===== config.mk =====
export PLATFORM = sky130hd
export DESIGN_NAME = gpio_kl_sc_ports
export DESIGN_NICKNAME = d
export VERILOG_FILES = /design/src/gpio_kl_sc_pkg.sv /design/src/gpio_kl_sc_ports.sv
export VERILOG_INCLUDE_DIRS = /design/src
export SDC_FILE = /design/constraint.sdc
export NUM_CORES = 1
export LEC_CHECK = 0
export BUFFER_PORTS_ARGS = -buffer_cell sky130_fd_sc_hd__buf_4
export CAP_MARGIN = 25
export CORE_UTILIZATION = 35
export CTS_CLUSTER_SIZE = 24
export DETAILED_ROUTE_END_ITERATION = 6
export GPL_ROUTABILITY_DRIVEN = 0
export GPL_TIMING_DRIVEN = 0
export HOLD_SLACK_MARGIN = 0.05
export PLACE_DENSITY = 0.74
export SLEW_MARGIN = 20
export SYNTH_ARGS = -nofsm -noshare
export SYNTH_HDL_FRONTEND = slang
export SYNTH_SLANG_ARGS = --single-unit

===== constraint.sdc =====
create_clock -name mclk -period 1.9 [get_ports mclk]
set_clock_uncertainty 0.2 [all_clocks]
set_input_delay 0.19 -clock mclk [delete_from_list [all_inputs] [get_ports mclk]]
set_output_delay 0.19 -clock mclk [all_outputs]
set_load 0.005 [all_outputs]

===== src/gpio_kl_sc_params.svh =====
// offsets, reset values and bit positions of the three data-register ports
// assumes inclusion by bare name from the package and the port module
`ifndef GPIO_KL_SC_PARAMS_SVH
`define GPIO_KL_SC_PARAMS_SVH

// printed register indices; the byte address on the bus is four times the index
`define BIDIR_IDX 32'h04000132
`define INONLY_IDX 32'h04000134
`define SERPIN_IDX 32'h04000136
`define BIDIR_ADDR (`BIDIR_IDX * 32'h4)
`define INONLY_ADDR (`INONLY_IDX * 32'h4)
`define SERPIN_ADDR (`SERPIN_IDX * 32'h4)

// power-on values
`define BIDIR_RST 8'h00
`define INONLY_RST 8'h00
`define SERPIN_RST 7'h00

// serial-pin port layout
`define SER_RO_BIT 7
`define SER_RW_MSB 6
`define SER_RX_MASK 8'h15
`define PORT_WIDTH 8

`endif


===== src/gpio_kl_sc_pkg.sv =====
// types shared by the port data-register block
// assumes the params header is on the include path
`include "gpio_kl_sc_params.svh"

package gpio_kl_sc_pkg;
   typedef logic [`PORT_WIDTH-1:0] byte_t;
   // two-bit pin mode, hi bit first: alternate, output, input pull-up on, input pull-up off
   typedef enum logic [1:0] {
      MODE_ALT,
      MODE_OUT,
      MODE_IN_PU,
      MODE_IN_NOPU
   } pinMode_t;
endpackage : gpio_kl_sc_pkg


===== src/gpio_kl_sc_ports.sv =====
// data registers of a bidirectional, an input-only and a serial-pin port behind APB
// assumes pin modes and the receive enable come from the pin-function and serial
// controllers, and pin inputs are synchronous to mclk
//
// Implementation choice: the APB interface to the registers.
`timescale 1ns/10ps
`default_nettype none
`include "gpio_kl_sc_params.svh"

module gpio_kl_sc_ports (
   // clock and power-on reset
   input wire logic mclk,
   input wire logic srst,
   // apb slave
   input wire logic psel,
   input wire logic penable,
   input wire logic pwrite,
   input wire logic [31:0] paddr,
   input wire logic [31:0] pwdata,
   output logic [31:0] prdata,
   output logic pready,
   output logic pslverr,
   // pin modes from the pin-function controller and serial controller
   input wire gpio_kl_sc_pkg::byte_t bidirPinModeHi,
   input wire gpio_kl_sc_pkg::byte_t bidirPinModeLo,
   input wire gpio_kl_sc_pkg::byte_t inonlyPinModeHi,
   input wire gpio_kl_sc_pkg::byte_t inonlyPinModeLo,
   input wire gpio_kl_sc_pkg::byte_t serpinModeHi,
   input wire gpio_kl_sc_pkg::byte_t serpinModeLo,
   input wire logic receiveEnable,
   // bidirectional port pins
   input wire gpio_kl_sc_pkg::byte_t bidirPinIn,
   output gpio_kl_sc_pkg::byte_t bidirPinOut,
   output gpio_kl_sc_pkg::byte_t bidirPinOe,
   output gpio_kl_sc_pkg::byte_t bidirPullUp,
   // input-only port pins
   input wire gpio_kl_sc_pkg::byte_t inonlyPinIn,
   // serial-pin port pins
   input wire gpio_kl_sc_pkg::byte_t serpinIn,
   output gpio_kl_sc_pkg::byte_t serpinOut,
   output gpio_kl_sc_pkg::byte_t serpinOe,
   output gpio_kl_sc_pkg::byte_t serpinPullUp
);
   import gpio_kl_sc_pkg::*;

   ////////////////////////////////////////////////////////////////////////////
   // mode decoding

   function automatic pinMode_t modeOf(input logic hi, input logic lo);
      modeOf = pinMode_t'({hi, lo});
   endfunction : modeOf

   // mask of bits whose mode is either input setting
   function automatic byte_t inputMask(input byte_t hi, input byte_t lo);
      inputMask = '0;
      for (int i = 0; i < `PORT_WIDTH; i++) begin
         inputMask[i] = (modeOf(hi[i], lo[i]) == MODE_IN_PU) || (modeOf(hi[i], lo[i]) == MODE_IN_NOPU);
      end
   endfunction : inputMask

   function automatic byte_t modeMask(input byte_t hi, input byte_t lo, input pinMode_t m);
      modeMask = '0;
      for (int i = 0; i < `PORT_WIDTH; i++) begin
         modeMask[i] = (modeOf(hi[i], lo[i]) == m);
      end
   endfunction : modeMask

   ////////////////////////////////////////////////////////////////////////////
   // state

   byte_t bidir_r;
   byte_t inonly_r;
   logic [`SER_RW_MSB:0] serpin_r;
   logic setup;
   logic wrDone;
   logic hitBidir;
   logic hitInonly;
   logic hitSerpin;
   byte_t bidirIn;
   byte_t serIn;
   byte_t serRxForce;
   byte_t bidirRd;
   byte_t serpinRd;
   logic [31:0] prdata_nxt;

   assign setup = psel && !penable;
   assign wrDone = psel && penable && pready && pwrite;
   assign hitBidir = (paddr == `BIDIR_ADDR);
   assign hitInonly = (paddr == `INONLY_ADDR);
   assign hitSerpin = (paddr == `SERPIN_ADDR);
   assign bidirIn = inputMask(bidirPinModeHi, bidirPinModeLo);
   // receive enable overrides the port mode on the rx pins
   assign serRxForce = receiveEnable ? `SER_RX_MASK : 8'h00;
   assign serIn = inputMask(serpinModeHi, serpinModeLo) | serRxForce;

   ////////////////////////////////////////////////////////////////////////////
   // read values

   // stored bit in alternate or output mode, pin level in input modes
   assign bidirRd = (bidir_r & ~bidirIn) | (bidirPinIn & bidirIn);
   // bit 7 has no storage: pin level only when input, else low
   assign serpinRd = ({1'b0, serpin_r} & ~serIn) | (serpinIn & serIn);

   always_comb begin
      prdata_nxt = 32'h0000_0000;
      if (hitBidir) begin
         prdata_nxt[`PORT_WIDTH-1:0] = bidirRd;
      end else if (hitInonly) begin
         prdata_nxt[`PORT_WIDTH-1:0] = inonly_r;
      end else if (hitSerpin) begin
         prdata_nxt[`PORT_WIDTH-1:0] = serpinRd;
      end
   end

   ////////////////////////////////////////////////////////////////////////////
   // apb answer: no wait state, read data captured at the setup cycle

   always_ff @(posedge mclk) begin
      if (srst) begin
         pready <= 1'b0;
         pslverr <= 1'b0;
         prdata <= 32'h0000_0000;
      end else begin
         pready <= setup;
         pslverr <= setup && !(hitBidir || hitInonly || hitSerpin);
         prdata <= setup ? prdata_nxt : 32'h0000_0000;
      end
   end

   ////////////////////////////////////////////////////////////////////////////
   // data registers; power-on reset clears them, apb writes load bidir and serial, the input-only one follows its pins in input modes, else zero

   always_ff @(posedge mclk) begin
      if (srst) begin
         bidir_r <= `BIDIR_RST;
      end else if (wrDone && hitBidir) begin
         bidir_r <= pwdata[`PORT_WIDTH-1:0];
      end
   end

   // input-only port: writes never reach this register
   always_ff @(posedge mclk) begin
      if (srst) begin
         inonly_r <= `INONLY_RST;
      end else begin
         inonly_r <= inonlyPinIn & inputMask(inonlyPinModeHi, inonlyPinModeLo);
      end
   end

   always_ff @(posedge mclk) begin
      if (srst) begin
         serpin_r <= `SERPIN_RST;
      end else if (wrDone && hitSerpin) begin
         serpin_r <= pwdata[`SER_RW_MSB:0];
      end
   end

   ////////////////////////////////////////////////////////////////////////////
   // pin drive, one cycle behind the register; no pull-up exists for the input-only port

   always_ff @(posedge mclk) begin
      if (srst) begin
         bidirPinOut <= `BIDIR_RST;
         bidirPinOe <= 8'h00;
         bidirPullUp <= 8'h00;
      end else begin
         bidirPinOut <= bidir_r;
         bidirPinOe <= modeMask(bidirPinModeHi, bidirPinModeLo, MODE_OUT);
         bidirPullUp <= modeMask(bidirPinModeHi, bidirPinModeLo, MODE_IN_PU);
      end
   end

   // eleven pads ride on eight bits: bit 7 never drives, rx bits yield to receive enable
   always_ff @(posedge mclk) begin
      if (srst) begin
         serpinOut <= 8'h00;
         serpinOe <= 8'h00;
         serpinPullUp <= 8'h00;
      end else begin
         serpinOut <= {1'b0, serpin_r};
         serpinOe <= modeMask(serpinModeHi, serpinModeLo, MODE_OUT) & ~serRxForce & 8'h7f;
         serpinPullUp <= modeMask(serpinModeHi, serpinModeLo, MODE_IN_PU);
      end
   end

   ////////////////////////////////////////////////////////////////////////////
   // checks

   logic rdDone;
   assign rdDone = psel && penable && pready && !pwrite;

   property p_bidirStore;
      @(posedge mclk) disable iff (srst)
      wrDone && hitBidir |=> bidir_r == $past(pwdata[7:0]);
   endproperty
   a_bidirStore: assert property (p_bidirStore) else $error("bidir write not stored");

   property p_bidirRead;
      @(posedge mclk) disable iff (srst)
      setup && hitBidir && !pwrite ##1 rdDone |->
         prdata[7:0] == (($past(bidir_r) & ~$past(bidirIn)) | ($past(bidirPinIn) & $past(bidirIn)));
   endproperty
   a_bidirRead: assert property (p_bidirRead) else $error("bidir read value wrong");

   property p_bidirOe;
      @(posedge mclk) disable iff (srst)
      ##1 (bidirPinOe & ~$past(bidirPinModeLo & ~bidirPinModeHi)) == 8'h00;
   endproperty
   a_bidirOe: assert property (p_bidirOe) else $error("bidir pin driven outside output mode");

   property p_resetClear;
      @(posedge mclk) srst |=> bidir_r == 8'h00 && serpin_r == 7'h00 && inonly_r == 8'h00;
   endproperty
   a_resetClear: assert property (p_resetClear) else $error("registers not cleared by reset");

   property p_inonlyRead;
      @(posedge mclk) disable iff (srst)
      setup && hitInonly ##1 rdDone |-> (prdata[7:0] & ~$past(inputMask(inonlyPinModeHi, inonlyPinModeLo), 2)) == 8'h00;
   endproperty
   a_inonlyRead: assert property (p_inonlyRead) else $error("input-only bit not zero outside input");

   property p_upperZero;
      @(posedge mclk) disable iff (srst)
      pready |-> prdata[31:8] == 24'h000000;
   endproperty
   a_upperZero: assert property (p_upperZero) else $error("upper read bits not zero");

   property p_ser7Low;
      @(posedge mclk) disable iff (srst)
      setup && hitSerpin && !pwrite && !serIn[7] ##1 rdDone |-> !prdata[7];
   endproperty
   a_ser7Low: assert property (p_ser7Low) else $error("serial bit 7 not low");

   property p_serStore;
      @(posedge mclk) disable iff (srst)
      wrDone && hitSerpin |=> serpin_r == $past(pwdata[6:0]) ##1 serpinOut[6:0] == $past(serpin_r);
   endproperty
   a_serStore: assert property (p_serStore) else $error("serial write not stored or driven");

   property p_rxInput;
      @(posedge mclk) disable iff (srst)
      receiveEnable |=> (serpinOe & 8'h15) == 8'h00 && !serpinOe[7];
   endproperty
   a_rxInput: assert property (p_rxInput) else $error("rx pin driven under receive enable");

   property p_serPull;
      @(posedge mclk) disable iff (srst)
      serpinModeHi[3] && !serpinModeLo[3] |=> serpinPullUp[3] ##0 !serpinOe[3];
   endproperty
   a_serPull: assert property (p_serPull) else $error("serial pull-up not on in mode 10");

   property p_serOe;
      @(posedge mclk) disable iff (srst)
      ##1 (serpinOe & ~$past(serpinModeLo & ~serpinModeHi)) == 8'h00;
   endproperty
   a_serOe: assert property (p_serOe) else $error("serial pin driven outside output mode");

   property p_bidirPinOut;
      @(posedge mclk) disable iff (srst)
      wrDone && hitBidir |=> ##1 bidirPinOut == $past(pwdata[7:0], 2);
   endproperty
   a_bidirPinOut: assert property (p_bidirPinOut) else $error("bidir write not on pin output");

   // hold checks use the sampled reset so the clearing edge itself is left out
   property p_bidirHold;
      @(posedge mclk)
      !srst && !(wrDone && hitBidir) |=> $stable(bidir_r);
   endproperty
   a_bidirHold: assert property (p_bidirHold) else $error("bidir register changed without write");

   property p_serHold;
      @(posedge mclk)
      !srst && !(wrDone && hitSerpin) |=> $stable(serpin_r);
   endproperty
   a_serHold: assert property (p_serHold) else $error("serial register changed without write");

   property p_inonlyZero;
      @(posedge mclk) disable iff (srst)
      ##1 (inonly_r & ~$past(inputMask(inonlyPinModeHi, inonlyPinModeLo))) == 8'h00;
   endproperty
   a_inonlyZero: assert property (p_inonlyZero) else $error("input-only bit set outside input");

   property p_rxRead;
      @(posedge mclk) disable iff (srst)
      setup && hitSerpin && !pwrite && receiveEnable ##1 rdDone |->
         (prdata[7:0] & `SER_RX_MASK) == ($past(serpinIn) & `SER_RX_MASK);
   endproperty
   a_rxRead: assert property (p_rxRead) else $error("rx pin level not read under receive enable");

   c_bidirWrite: cover property (@(posedge mclk) disable iff (srst) wrDone && hitBidir);
   c_inonlyWrite: cover property (@(posedge mclk) disable iff (srst) wrDone && hitInonly);
   c_bidirPinRead: cover property (@(posedge mclk) disable iff (srst) rdDone && hitBidir && (bidirIn != 8'h00));
   c_serRead: cover property (@(posedge mclk) disable iff (srst) rdDone && receiveEnable);
   c_badAddr: cover property (@(posedge mclk) disable iff (srst) pready && pslverr);

endmodule : gpio_kl_sc_ports
`default_nettype wire


==> out/metrics.csv <==
stage,metric,value,unit
run_status,status,"finished, final reports clean",
critical_path,end_kind,flip-flop,
grt,track_usage,21.5,%
sta,max_slew_margin,58.4,%
synth,syn_inst,287,
floorplanning,core_area,8300,um2
synth,synth_compound_area_share,3.43,%
floorplanning,initial_core_util,36.4,%
synth,netlist_top_cells_area,"dfxtp_1 52%, mux2i_1 9.3%, nor3b_1 7.0%",
cts,cts.path.max_buffers,2,
critical_path,start_kind,input pin,
cts,tritoncts,yes,
critical_path,cp_cell_sequence,buf_6 -> clkbuf_1 -> clkbuf_1 -> nor3b_1 -> dlygate4sd3_1,
grt,use_met1,20.4,%
synth,synth.top_cell.area_share,52.3,%
floorplanning,die_w,95.0,um
layout,nets,719,
sta,hold_slack,0.0815,ns
grt,grtUsageMet2,43.3,%
grt,busiest_layer,met2,
sta,fin_ws,0.120,ns
pwr,peakVddDrop,0.277,mV
grt,met3_usage,5.39,%
synth,synth_mux_area_share,9.76,%
sta,fin_crit_sh,93.7,%
grt,grt_pass1_vias,3186,
floorplanning,die_y,95.0,um
cts,path_clk_slew,0.07,ns
detailed_routing,vias,3012,
synth,yosys.area_share.adder,0,%
critical_path,arrival,1.81,ns
cts,htreeDepth,3,
worst_hold_path,hold_path_class,in2reg,
synth,synth_top_family_by_area,simple AND/OR/NAND/NOR gates,
grt,grt_max_degree,13,
critical_path,r2r_cells,4,
sta,period_minus_slack,1.78,ns
sta,hold_viol,0,
synth,ys_seq_elements,79,
floorplanning,rows,33,
synth,ys_seq_area_share,52.3,%
synth,synth_cell_types,32,
sta,drv_slew,0,
detailed_routing,drtIter0Drc,44,
cts,clk_latency,0.35,ns
cts,clockRootBuffer,clkbuf_8,
detailed_routing,drc,0,
layout,drive_above_1_share,38.3,%
layout,antenna_cells,0,
critical_path,crit_required,1.93,ns
sta,fmax,562,MHz
synth,synthesis.area,3020,um2
synth,synth_xor_area_share,0,%
synth,yosys_most_used_dff,dfxtp_1,
synth,yosys.area.top_type,dfxtp_1,
worst_hold_path,hold_depth,5,
synth,async_reset_ff_share,0,%
run,cap_violations,0,
placed_design,portBuffers,164,
detailed_routing,avgRoutedWirePerCell,14.0,um
sta,rsz0062_at_grt,no,
layout,area_growth,85.8,%
synth,synth-edff-count,0,
synth,syn_avg_cell_area,10.5,um2
cts,clock_sinks,79,
critical_path,cp_top_family,buffers and inverters,
synth,synthSimpleGateAreaFrac,24.7,%
cts,cts_made_buffers,9,
placed_design,hpwl,6.54,mm
floorplanning,ios,224,
detailed_routing,drt-pass1-iter-count,4,
grt,antenna_found_initial,0,
grt,grt_first_pass_wirelength,14.3,mm
critical_path,crit_fanout,10,
pwr,powerDensity,637,nW/um2
synth,yosysWarningCount,0,
critical_path,cp_num_cells,5,
pwr,p_leak,0.00273,uW
placed_design,preCtsSetupSlack,-0.511,ns
sta,worst_pin_slew,0.623,ns
detailed_routing,antenna_left,0,
detailed_routing,routed_wirelength,9.59,mm
critical_path,critPathKind,in2reg,
detailed_routing,viasPerCell,4.40,
critical_path,cpMostUsedCell,clkbuf_1,
layout,post-route-cell-area,5620,um2
sta,finalSetupViolations,0,
grt,grt_overflow,0,
critical_path,crit_buf_inv,4,
critical_path,slowest_stage,dlygate4sd3_1,
floorplanning,dieArea,9020,um2
placed_design,place_area,4510,um2
critical_path,crit_path_max_incr_delay,0.58,ns
sta,tns,0,ns
cells in the mapped netlist (all sizes together) (3+ instances only):
library cell / count
nor4b: 5
o21a: 4
dfxtp: 79
a211oi: 3
nand4: 3
mux2i: 28
inv: 16
clkbuf: 6
nor3b: 28
nor4: 6
buf: 28
nand2: 17
nand2b: 21
nor2: 23
registers in the layout (all words and copies together) (netlist names):
signal	count
pslverr	1
serpinPullUp	8
serpin_r	7
inonly_r	8
serpinOut	7
bidirPinOut	8
bidirPinOe	8
bidirPullUp	8
prdata	8
pready	1
serpinOe	7
bidir_r	8
metrics by stage:
step | utilization [%] | std cells | power, uW
after floorplan | - | 312 | 1900
final | 67.7 | 685 | 3580
after global placement | 54.3 | 581 | 2160
after global routing | 67.7 | 685 | 3730
after detailed placement | 54.3 | 581 | 2170
after CTS | 67.4 | 684 | 3600
placed cells by master, fill, tap and decap left out, types with 16 or more instances in the layout:
master,netlist,routed
nand2_1,17,17
dfxtp_1,79,79
nor2_1,23,23
dlygate4sd3_1,0,87
nor3b_1,28,28
nand2b_1,21,21
mux2i_1,28,28
inv_1,16,16
conb_1,1,26
buf_4,26,192
what timing repair did:
action,4_1_cts,5_1_grt
gates cloned,0,0
setup buffers,2,1
pin swaps,1,1
endpoints found under the hold margin,62,0
hold buffers,87,0
endpoints found under the setup margin,8,11
resized for setup,0,1
worst reg2reg max path, stage by stage (launching register included):
cell and delay (ns):
dfxtp_1 0.35, nand4_1 0.24, nor4_4 0.22, buf_4 0.17, mux2_4 0.29
path summary, 6_finish.rpt:
kind / startpoint / endpoint / slack, ns
max: srst / bidirPullUp[6] / 0.12
min reg2reg: inonly_r[6] / prdata[6] / 0.26
min: serpinIn[7] / prdata[7] / 0.08
max reg2reg: pready / bidir_r[7] / 0.33
cells by family (layout without fill, tap and decap cells):
logic type      Yosys count  count (layout)
other cells               1              26
simple gates            114             114
mux                      29              29
compound gates           14              14
buf+inv                  50             318
flops                    79              79
metal layers:
layer | up-vias | routed length [um]
met5 | - | 0
met4 | 0 | 175
met3 | 16 | 687
met2 | 138 | 5210
met1 | 1371 | 3520
li1 | 1487 | -
report_power, final:
| group | total [uW] | internal, uW | switching (uW) |
|---|---|---|---|
| sequential | 1700 | 1690 | 10.2 |
| clock | 1310 | 724 | 586 |
| combinational | 571 | 376 | 194 |
| total | 3580 | 2790 | 790 |
area by class of cell:
class | instances | area (um2)
plain buffers | 34 | 233
clock buffers | 10 | 128
clock inverters | 4 | 72.6
fillers | 623 | 2680
inverters | 16 | 60.1
multi-input cells | 183 | 1270
flip-flops and latches | 79 | 1580
well taps | 105 | 131
repair buffers | 254 | 2140
No activity file was read; power rests on OpenSTA's default activity.
